===== src/design/meer_map.vh =====
// register offsets, field positions and reset values of the memory error event router
`ifndef MEER_MAP_VH
`define MEER_MAP_VH

// register indices as printed; byte address is four times the index
`define MEER_IDX_STATUS     8'hc8
`define MEER_IDX_ERROR_MESSAGE_ENABLE     8'hca
`define MEER_IDX_SMI_MESSAGE_ENABLE     8'hcc
`define MEER_IDX_SCI_MESSAGE_ENABLE     8'hce
`define MEER_IDX_LOGADDR    8'hd0
`define MEER_IDX_LOGINFO    8'hd1
`define MEER_IDX_GLOBAL     8'hd2
`define MEER_IDX_COREQ      8'hd3

// status and enable bit positions
`define MEER_BIT_SBE        0
`define MEER_BIT_MBE        1
`define MEER_BIT_THROT      7
`define MEER_BIT_RTO        8
`define MEER_BIT_LOCK       9
`define MEER_BIT_THERM      11

// writable / implemented masks
`define MEER_MASK_STATUS    16'h0b83
`define MEER_MASK_ERROR_MESSAGE_ENABLE    16'h0b83
`define MEER_MASK_ECC       16'h0003
`define MEER_RST_16         16'h0000

// refresh queue depth that flags a timeout
`define MEER_RTO_LIMIT      11'h400

// refresh queue empty value and single step
`define MEER_RST_REFQ       11'h000
`define MEER_REFQ_STEP      11'h001

// loginfo field positions
`define MEER_LI_DEV_LSB     0
`define MEER_LI_CH_LSB      8
`define MEER_LI_SYN_LSB     16

// downstream message kinds
`define MEER_MSG_SERR       2'h1
`define MEER_MSG_SMI        2'h2
`define MEER_MSG_SCI        2'h3
`define MEER_MSG_NONE       2'h0

`endif


===== src/design/meer_top.v =====
// memory error event router: status flags, enables, error log and message generation
`timescale 1ns/1ps
`include "meer_map.vh"

////////////////////////////////////////////////////////////////////////////////
// Operation
// - lock to memory outside dram sets status bit 9.
// - 1024 queued refresh requests set status bit 8.
// - throttle condition sets status bit 7; zero means cleared since.
// - multi-bit ecc read sets bit 1 and logs address, channel, device.
// - log fields frozen while multi-bit flag set until written one.
// - single-bit ecc sets bit 0 and logs address and device.
// - single-bit flag blocks further single-bit logging; multi-bit overwrites.
// - ecc flags clear only by reset or software write of one.
// - enabled flag rising sends system error if globally enabled.
// - enable bits sit at the same positions as status flags.
// - smi enable bits 1 and 0 send smi for ecc errors.
// - sci enable bits 1 and 0 send sci for ecc errors.
// - messages only on zero-to-one flag transitions.
// - flags other than thermal set regardless of message enables.
// - thermal flag set only when a message was sent; none while set.
module meer_top #(
	parameter AW = 32,
	parameter SW = 8
) (
	// clock and reset
	input  wire        clk_i,
	input  wire        rst_i,
	// wishbone slave
	input  wire        wb_cyc_i,
	input  wire        wb_stb_i,
	input  wire        wb_we_i,
	input  wire [9:0]  wb_adr_i,
	input  wire [3:0]  wb_sel_i,
	input  wire [31:0] wb_dat_i,
	output reg  [31:0] wb_dat_o,
	output reg         wb_ack_o,
	output reg         wb_err_o,
	// memory controller events, same clock
	input  wire        lock_nonmem_i,
	input  wire        refresh_enq_i,
	input  wire        refresh_deq_i,
	input  wire        throttle_i,
	input  wire        thermal_trip_i,
	input  wire        sbe_i,
	input  wire        mbe_i,
	input  wire [AW-1:0] err_addr_i,
	input  wire [7:0]  err_chan_i,
	input  wire [7:0]  err_dev_i,
	input  wire [SW-1:0] err_syn_i,
	// downstream message link
	output wire        msg_serr_o,
	output wire        msg_smi_o,
	output wire        msg_sci_o
);

	////////////////////////////////////////////////////////////////////////////
	// registers
	reg  [15:0] status_q;
	reg  [15:0] error_message_enable_q;
	reg  [15:0] smi_message_enable_q;
	reg  [15:0] sci_message_enable_q;
	reg         serr_global_q;
	reg  [10:0] refq_q;
	reg         rto_armed_q;
	reg  [15:0] status_d;
	reg  [15:0] set_vec;
	reg  [15:0] clr_vec;
	reg  [10:0] refq_d;
	reg  [31:0] rd_data;
	reg         hit;
	wire [AW-1:0] log_addr;
	wire [7:0]  log_chan;
	wire [7:0]  log_dev;
	wire [SW-1:0] log_syn;
	wire        req;
	wire        wr;
	wire [7:0]  idx;
	wire        therm_msg;
	wire        wr_status;
	wire        wr_error_message_enable;
	wire        wr_smi_message_enable;
	wire        wr_sci_message_enable;
	wire        wr_global;
	wire        lock_evt;
	wire        throt_evt;
	wire        mbe_evt;
	wire        sbe_evt;
	wire        rto_evt;
	wire        rto_at_limit;
	wire        refq_full;
	wire        refq_empty;
	wire        therm_serr_ok;
	wire        ans_ok;
	wire        ans_bad;
	wire        rd_take;

	// byte-lane write merge of a 16-bit register in the low half
	function [15:0] merge16;
		input [15:0] old;
		input [31:0] dat;
		input [3:0]  sel;
		begin
			merge16[7:0]  = sel[0] ? dat[7:0]  : old[7:0];
			merge16[15:8] = sel[1] ? dat[15:8] : old[15:8];
		end
	endfunction

	// a request is taken only while no answer is pending, so a held strobe is not served twice
	assign req = wb_cyc_i && wb_stb_i && !wb_ack_o && !wb_err_o;
	assign wr  = req && wb_we_i;
	assign idx = wb_adr_i[9:2];

	// one write strobe per register, live for the single cycle in which the request is taken
	assign wr_status = wr && (idx == `MEER_IDX_STATUS);
	assign wr_error_message_enable = wr && (idx == `MEER_IDX_ERROR_MESSAGE_ENABLE);
	assign wr_smi_message_enable = wr && (idx == `MEER_IDX_SMI_MESSAGE_ENABLE);
	assign wr_sci_message_enable = wr && (idx == `MEER_IDX_SCI_MESSAGE_ENABLE);
	assign wr_global = wr && (idx == `MEER_IDX_GLOBAL) && wb_sel_i[0];

	////////////////////////////////////////////////////////////////////////////
	// refresh queue depth limits; the count saturates instead of wrapping
	assign refq_full  = (refq_q == `MEER_RTO_LIMIT);
	assign refq_empty = (refq_q == `MEER_RST_REFQ);

	// refresh queue depth; an enqueue and a service in one cycle cancel out
	always @* begin
		refq_d = refq_q;
		if (refresh_enq_i && !refresh_deq_i && !refq_full)
			refq_d = refq_q + `MEER_REFQ_STEP;
		else if (refresh_deq_i && !refresh_enq_i && !refq_empty)
			refq_d = refq_q - `MEER_REFQ_STEP;
	end

	// the timeout fires once per arrival at the limit, not on every cycle spent there
	assign rto_at_limit = (refq_d == `MEER_RTO_LIMIT);
	assign rto_evt      = rto_at_limit && !rto_armed_q;

	////////////////////////////////////////////////////////////////////////////
	// event sources, all on the host clock, so they need no synchroniser
	assign lock_evt  = lock_nonmem_i;
	assign throt_evt = throttle_i;
	assign mbe_evt   = mbe_i;
	assign sbe_evt   = sbe_i;

	// an error_message_enable enable alone sends nothing while the global serr permission is off
	assign therm_serr_ok = error_message_enable_q[`MEER_BIT_THERM] && serr_global_q;

	// thermal flag records only a trip that really sends a message, and blocks repeats
	assign therm_msg = thermal_trip_i && !status_q[`MEER_BIT_THERM] &&
		(therm_serr_ok || smi_message_enable_q[`MEER_BIT_THERM] || sci_message_enable_q[`MEER_BIT_THERM]);

	////////////////////////////////////////////////////////////////////////////
	// status flag set and clear
	always @* begin
		set_vec = 16'h0000;
		set_vec[`MEER_BIT_LOCK]  = lock_evt;
		set_vec[`MEER_BIT_RTO]   = rto_evt;
		set_vec[`MEER_BIT_THROT] = throt_evt;
		set_vec[`MEER_BIT_MBE]   = mbe_evt;
		set_vec[`MEER_BIT_SBE]   = sbe_evt;
		set_vec[`MEER_BIT_THERM] = therm_msg;
		clr_vec = 16'h0000;
		if (wr_status)
			clr_vec = merge16(16'h0000, wb_dat_i, wb_sel_i) & `MEER_MASK_STATUS;
		status_d = ((status_q & ~clr_vec) | set_vec) & `MEER_MASK_STATUS;
	end

	// status flags; a new event beats a write-one clear in the same cycle
	always @(posedge clk_i) begin
		if (rst_i) begin
			status_q <= `MEER_RST_16;
		end else begin
			status_q <= status_d;
		end
	end

	// refresh queue depth and the marker that the limit was already reached
	always @(posedge clk_i) begin
		if (rst_i) begin
			refq_q      <= `MEER_RST_REFQ;
			rto_armed_q <= 1'b0;
		end else begin
			refq_q      <= refq_d;
			rto_armed_q <= rto_at_limit;
		end
	end

	// serr enables at the status bit positions; reserved positions stay zero
	always @(posedge clk_i) begin
		if (rst_i) begin
			error_message_enable_q <= `MEER_RST_16;
		end else if (wr_error_message_enable) begin
			error_message_enable_q <= merge16(error_message_enable_q, wb_dat_i, wb_sel_i) & `MEER_MASK_ERROR_MESSAGE_ENABLE;
		end
	end

	// smi enables exist for the two ecc flags only
	always @(posedge clk_i) begin
		if (rst_i) begin
			smi_message_enable_q <= `MEER_RST_16;
		end else if (wr_smi_message_enable) begin
			smi_message_enable_q <= merge16(smi_message_enable_q, wb_dat_i, wb_sel_i) & `MEER_MASK_ECC;
		end
	end

	// sci enables exist for the two ecc flags only
	always @(posedge clk_i) begin
		if (rst_i) begin
			sci_message_enable_q <= `MEER_RST_16;
		end else if (wr_sci_message_enable) begin
			sci_message_enable_q <= merge16(sci_message_enable_q, wb_dat_i, wb_sel_i) & `MEER_MASK_ECC;
		end
	end

	// global serr permission that gates every system-error message
	always @(posedge clk_i) begin
		if (rst_i) begin
			serr_global_q <= 1'b0;
		end else if (wr_global) begin
			serr_global_q <= wb_dat_i[0];
		end
	end

	////////////////////////////////////////////////////////////////////////////
	// error log
	meer_log #(
		.AW (AW),
		.SW (SW)
	) u_log (
		.clk_i      (clk_i),
		.rst_i      (rst_i),
		.sbe_i      (sbe_i),
		.mbe_i      (mbe_i),
		.sbe_flag_i (status_q[`MEER_BIT_SBE]),
		.mbe_flag_i (status_q[`MEER_BIT_MBE]),
		.addr_i     (err_addr_i),
		.chan_i     (err_chan_i),
		.dev_i      (err_dev_i),
		.syn_i      (err_syn_i),
		.addr_o     (log_addr),
		.chan_o     (log_chan),
		.dev_o      (log_dev),
		.syn_o      (log_syn)
	);

	////////////////////////////////////////////////////////////////////////////
	// message generation
	meer_notify u_notify (
		.clk_i         (clk_i),
		.rst_i         (rst_i),
		.flags_i       (status_q),
		.serr_en_i     (error_message_enable_q),
		.smi_en_i      (smi_message_enable_q),
		.sci_en_i      (sci_message_enable_q),
		.serr_global_i (serr_global_q),
		.serr_o        (msg_serr_o),
		.smi_o         (msg_smi_o),
		.sci_o         (msg_sci_o)
	);

	////////////////////////////////////////////////////////////////////////////
	// read mux and decode
	always @* begin
		rd_data = 32'h0000_0000;
		hit     = 1'b1;
		case (idx)
			`MEER_IDX_STATUS: rd_data[15:0] = status_q;
			`MEER_IDX_ERROR_MESSAGE_ENABLE: rd_data[15:0] = error_message_enable_q;
			`MEER_IDX_SMI_MESSAGE_ENABLE: rd_data[15:0] = smi_message_enable_q;
			`MEER_IDX_SCI_MESSAGE_ENABLE: rd_data[15:0] = sci_message_enable_q;
			`MEER_IDX_LOGADDR: rd_data[AW-1:0] = log_addr;
			`MEER_IDX_LOGINFO: begin
				rd_data[`MEER_LI_DEV_LSB +: 8]  = log_dev;
				rd_data[`MEER_LI_CH_LSB +: 8]   = log_chan;
				rd_data[`MEER_LI_SYN_LSB +: SW] = log_syn;
			end
			`MEER_IDX_GLOBAL: rd_data[0] = serr_global_q;
			`MEER_IDX_COREQ: rd_data[10:0] = refq_q;
			default: hit = 1'b0;
		endcase
	end

	// mapped index answers with ack, unmapped with err; data stays zero outside a read
	assign ans_ok  = req && hit;
	assign ans_bad = req && !hit;
	assign rd_take = ans_ok && !wb_we_i;

	// single-wait-state answer, registered so every bus output comes straight from a flop
	always @(posedge clk_i) begin
		if (rst_i) begin
			wb_ack_o <= 1'b0;
			wb_err_o <= 1'b0;
			wb_dat_o <= 32'h0000_0000;
		end else begin
			wb_ack_o <= ans_ok;
			wb_err_o <= ans_bad;
			wb_dat_o <= rd_take ? rd_data : 32'h0000_0000;
		end
	end

endmodule // meer_top


===== src/design/meer_log.v =====
// error log capture: address, channel, device and syndrome with freeze rules
`timescale 1ns/1ps
module meer_log #(
	parameter AW = 32,
	parameter SW = 8
) (
	// clock and reset
	input  wire          clk_i,
	input  wire          rst_i,
	// ecc events and current flags
	input  wire          sbe_i,
	input  wire          mbe_i,
	input  wire          sbe_flag_i,
	input  wire          mbe_flag_i,
	input  wire [AW-1:0] addr_i,
	input  wire [7:0]    chan_i,
	input  wire [7:0]    dev_i,
	input  wire [SW-1:0] syn_i,
	// logged fields
	output reg  [AW-1:0] addr_o,
	output reg  [7:0]    chan_o,
	output reg  [7:0]    dev_o,
	output reg  [SW-1:0] syn_o
);

	wire take_mbe;
	wire take_sbe;

	// multi-bit overwrites a single-bit log but not a frozen multi-bit log
	assign take_mbe = mbe_i && !mbe_flag_i;
	assign take_sbe = sbe_i && !sbe_flag_i && !mbe_flag_i && !mbe_i;

	// capture registers
	always @(posedge clk_i) begin
		if (rst_i) begin
			addr_o <= {AW{1'b0}};
			chan_o <= 8'h00;
			dev_o  <= 8'h00;
			syn_o  <= {SW{1'b0}};
		end else if (take_mbe) begin
			addr_o <= addr_i;
			chan_o <= chan_i;
			dev_o  <= dev_i;
			syn_o  <= syn_i;
		end else if (take_sbe) begin
			addr_o <= addr_i;
			dev_o  <= dev_i;
			syn_o  <= syn_i;
		end
	end

endmodule // meer_log


===== src/design/meer_notify.v =====
// edge detection and message selection toward the downstream link
`timescale 1ns/1ps
`include "meer_map.vh"
module meer_notify (
	// clock and reset
	input  wire        clk_i,
	input  wire        rst_i,
	// flags and enables
	input  wire [15:0] flags_i,
	input  wire [15:0] serr_en_i,
	input  wire [15:0] smi_en_i,
	input  wire [15:0] sci_en_i,
	input  wire        serr_global_i,
	// message strobes
	output reg         serr_o,
	output reg         smi_o,
	output reg         sci_o
);

	reg  [15:0] prev_q;
	wire [15:0] rise;

	// only a zero-to-one change of a flag produces a message
	assign rise = flags_i & ~prev_q;

	// one-cycle message strobes
	always @(posedge clk_i) begin
		if (rst_i) begin
			prev_q <= 16'h0000;
			serr_o <= 1'b0;
			smi_o  <= 1'b0;
			sci_o  <= 1'b0;
		end else begin
			prev_q <= flags_i;
			serr_o <= serr_global_i && |(rise & serr_en_i);
			smi_o  <= |(rise & smi_en_i & `MEER_MASK_ECC);
			sci_o  <= |(rise & sci_en_i & `MEER_MASK_ECC);
		end
	end

endmodule // meer_notify


===== config.mk =====
export PLATFORM = sky130hd
export DESIGN_NAME = meer_top
export DESIGN_NICKNAME = d
export VERILOG_FILES = /design/src/design/meer_top.v /design/src/design/meer_log.v /design/src/design/meer_notify.v
export VERILOG_INCLUDE_DIRS = /design/src /design/src/design
export SDC_FILE = /design/constraint.sdc
export NUM_CORES = 1
export LEC_CHECK = 0
export ABC_AREA = 1
export BUFFER_PORTS_ARGS = -buffer_cell sky130_fd_sc_hd__buf_4
export CAP_MARGIN = 20
export CELL_PAD_IN_SITES_DETAIL_PLACEMENT = 0
export CELL_PAD_IN_SITES_GLOBAL_PLACEMENT = 2
export CORE_ASPECT_RATIO = 0.7
export CORE_MARGIN = 5
export CORE_UTILIZATION = 31
export CTS_CLUSTER_SIZE = 12
export DETAILED_ROUTE_END_ITERATION = 7
export PLACE_DENSITY_LB_ADDON = 0.08
export SYNTH_ARGS = -nofsm -noshare
export SYNTH_HDL_FRONTEND = slang
export SYNTH_HIERARCHICAL = 1
export SYNTH_SLANG_ARGS = --single-unit

===== constraint.sdc =====
create_clock -name clk_i -period 2.8 [get_ports clk_i]
set_input_delay 0.56 -clock clk_i [delete_from_list [all_inputs] [get_ports clk_i]]
set_output_delay 0.56 -clock clk_i [all_outputs]
set_load 0.03 [all_outputs]

==> impl_metrics.env <==
export IMPL_critical_path_most_common_cell="nand2_1"
export IMPL_die_w_um=182
export IMPL_finalCritPeriodShare_pct=81.8
export IMPL_rr_worst_depth=14
export IMPL_grt_pass1_wl_mm=31.1
export IMPL_finClkSkew_ps=10.0
export IMPL_path_depth=14
export IMPL_synthArstFlopShare_pct=0
export IMPL_rows=44
export IMPL_clock_path_buffers=2
export IMPL_synth_most_common_cell="nand2_1"
export IMPL_reg2reg_to="status_q[8]"
export IMPL_utilization_pct=40.0
export IMPL_io_buffer_count=120
export IMPL_cp_start_kind="register"
export IMPL_cellPowerDensity_nw_per_um2=651
export IMPL_pre_cts_ws_ps=478
export IMPL_dr_pass1_iters=5
export IMPL_critical_path_top_delay_family="simple AND/OR/NAND/NOR gates"
export IMPL_clk_pin_slew_ps=60
export IMPL_yosysSeqAreaShare_pct=43.0
export IMPL_num_vias=5903
export IMPL_status="finished, final reports clean"
export IMPL_min_path_type="in -> reg"
export IMPL_synth_ff_type="dfxtp_1"
export IMPL_maxSlewViolCount=0
export IMPL_grt_pass1_vias=5677
export IMPL_finalSetupViolCount=0
export IMPL_postCtsHoldBufs=0
export IMPL_rsz0062_at_grt="no"
export IMPL_syn_area_um2=6420
export IMPL_slew_headroom_pct=28.1
export IMPL_hold_viol=0
export IMPL_viasPerCell=4.35
export IMPL_drive_gt1_share_pct=18.1
export IMPL_ys_ff_latch=138
export IMPL_worst_slack_ps=510
export IMPL_finalNetCount=1185
export IMPL_ys_top_cells_by_area="dfxtp_1, nand2_1, inv_1"
export IMPL_place_gp_congestion=0.774
export IMPL_dieArea_um2=23700
export IMPL_avgSynthCellArea_um2=6.88
export IMPL_synth_top_cell_by_area="dfxtp_1"
export IMPL_synth_warnings=6
export IMPL_static_leakage_power_nw=3.85
export IMPL_syn_inst=933
export IMPL_path_max_fanout=7
export IMPL_ant_nets=0
export IMPL_cp_buffers_inverters=2
export IMPL_routed_wl_mm=19.7
export IMPL_cts_tree="built"
export IMPL_worst_ep_required_time_ps=3170
export IMPL_end_kind="register"
export IMPL_postCtsSetupRepairBufs=0
export IMPL_irDropWorstVdd_mv=0.364
export IMPL_r2r_setup_slack_ps=510
export IMPL_antenna_cells=0
export IMPL_drc=0
export IMPL_worst_slew_pin_slew_ps=1080
export IMPL_critPathSlowestCell="dfxtp_1"
export IMPL_clock_fmax_mhz=437
export IMPL_clock_root_buffer="clkbuf_16"
export IMPL_drtIter0Drc=397
export IMPL_boundaryPins=151
export IMPL_antenna_found_initial=0
export IMPL_area_growth_pct=28.0
export IMPL_wl_per_cell_um=14.5
export IMPL_cts_sinks=138
export IMPL_cp_startpoint="refq_q[0]"
export IMPL_synth_edf_count=0
export IMPL_postCtsResizedCells=0
export IMPL_crit_chain="inv_1, ha_1, nand2_1, nor2_1, nand3_2, nand2_4, inv_1, nand2_1, nand2_1, a21oi_1, nand2_1, nor2_1, nand4_1, nand2_1"
export IMPL_critPathKind="reg -> reg"
export IMPL_dp_cells=1326
export IMPL_die_y_um=130
export IMPL_netlist_top_cells_count="nand2_1, inv_1, nor2_1"
export IMPL_drv_cap=0
export IMPL_setup_tns_ps=0
export IMPL_dpl_hpwl_mm=14.0
export IMPL_synth_top_area_share_pct=43.0
export IMPL_start_util_pct=31.3
export IMPL_worstSkewPairLatency_ps=420
export IMPL_track_usage_pct=16.8
export IMPL_ys_types=37
export IMPL_r2r_start="refq_q[0]"
export IMPL_overflow=0
export IMPL_cp_endpoint="status_q[8]"
export IMPL_finalNonFillerCells=1357
export IMPL_grt_max_degree=60
export IMPL_cp_arrival_ps=2660
export IMPL_cts_htree_levels=4
export IMPL_min_period_ps=2290
export IMPL_core_region_area_um2=20500
export IMPL_max_stage_delay_ps=330
export IMPL_cts_buffers=17
-- power breakdown --
| group | leakage, nW | internal (mW) | switching, mW |
|---|---|---|---|
| Clock | 0.290 | 1.50 | 0.924 |
| Combinational | 2.43 | 0.295 | 0.472 |
| Sequential | 1.13 | 2.08 | 0.0867 |
| Total | 3.85 | 3.87 | 1.48 |
-- tightest hold or removal path, delay by kind of cell --
family / cells / cell delay (ps)
AND/OR/NAND/NOR: 1 / 80
AO/OA/AOI/OAI: 1 / 30
buffers and inverters: 1 / 70
-- sequential cells by signal, summed over array words and instances, names as in the netlist --
signal and count:
status_q 6, wb_err_o 1, smi_message_enable_q 2, u_notify/prev_q 16
refq_q 11, u_log/addr_o 32, u_log/syn_o 8, sci_message_enable_q 2
wb_dat_o 32, u_notify/serr_o 1, u_notify/smi_o 1, u_log/dev_o 8
rto_armed_q 1, serr_global_q 1, wb_ack_o 1, u_notify/sci_o 1
u_log/chan_o 8, error_message_enable_q 6
-- cells in the final DEF, fill, tap and decap left out, types with 2 or more instances in the layout --
cell type   synthesis  final
a211oi_1            4      4
a21oi_1            78     78
a31oi_1             9      9
a41oi_2             2      2
and3_1              2      2
buf_4               6    130
bufinv_16           0      4
clkbuf_16           0     17
clkinv_1            2      2
clkinv_4            0      2
clkinvlp_4          0      4
conb_1              1     29
dfxtp_1           138    138
ha_1                2      2
inv_1             145    144
inv_2               4      5
inv_6               0      3
nand2_1           186    186
nand2_2             9      7
nand2_4             1      3
nand3_1           102    102
nand3_2             2      2
nand3b_1            3      3
nand4_1             6      6
nand4_2             3      3
nor2_1            139    139
nor2_2              5      5
nor2_4              3      3
nor3_1              4      4
nor3_2              2      2
o21ai_0            30     30
o22ai_2             2      2
o31ai_1             2      2
-- layer usage --
layer	share of wire, %	global-route usage (%)	routed length (µm)	vias to the layer above
li1	-	-	-	3166
met1	55	25.6	10800	2605
met2	40	23.6	7800	112
met3	4.1	3.57	801	20
met4	1.5	5.12	289	0
met5	0	0	0	-
-- final cells by class --
type                            count  area, µm²
Inverter                          151        567
Clock buffer                       18        429
Sequential cell                   138       2760
Fill cell                        2211      12300
Tap cell                          276        345
Multi-Input combinational cell    630       2920
Clock inverter                     13        194
Timing Repair Buffer              131        996
-- metrics by stage --
stage / power (mW) / hold WS [ps] / cell area [µm²]
4_1_cts: 5.42 / 336 / 8220
6_report: 5.35 / 351 / 8220
3_5_place_dp: 2.97 / 417 / 7590
3_3_place_gp: 2.98 / 417 / 7590
2_1_floorplan: 2.73 / 408 / 6530
5_1_grt: 5.63 / 343 / 8220
-- worst min path at each step --
stage | to | slack (ps) | start | cells past startpoint
floorplan | wb_dat_o[24] | 410 | u_log/addr_o[24] | 2
global placement | wb_dat_o[31] | 420 | u_log/addr_o[31] | 2
detailed placement | wb_dat_o[30] | 420 | u_log/addr_o[30] | 2
CTS | u_log/addr_o[13] | 340 | err_addr_i[13] | 3
global route | u_log/addr_o[19] | 340 | err_addr_i[19] | 3
finish | u_log/addr_o[16] | 350 | err_addr_i[16] | 3
-- cell families after synthesis --
logic type | after synthesis | synth area share (%)
AOI/OAI and AO/OA | 128 | 11.0
xor gates and xnor gates | 1 | 0.136
adders and majority gates | 2 | 0.390
buffers and inverters | 193 | 13.2
DFF | 138 | 43.0
muxes | 1 | 0.156
other | 1 | 0.0584
and+or+nand+nor | 469 | 32.0
(Power assumes the default switching activity.)
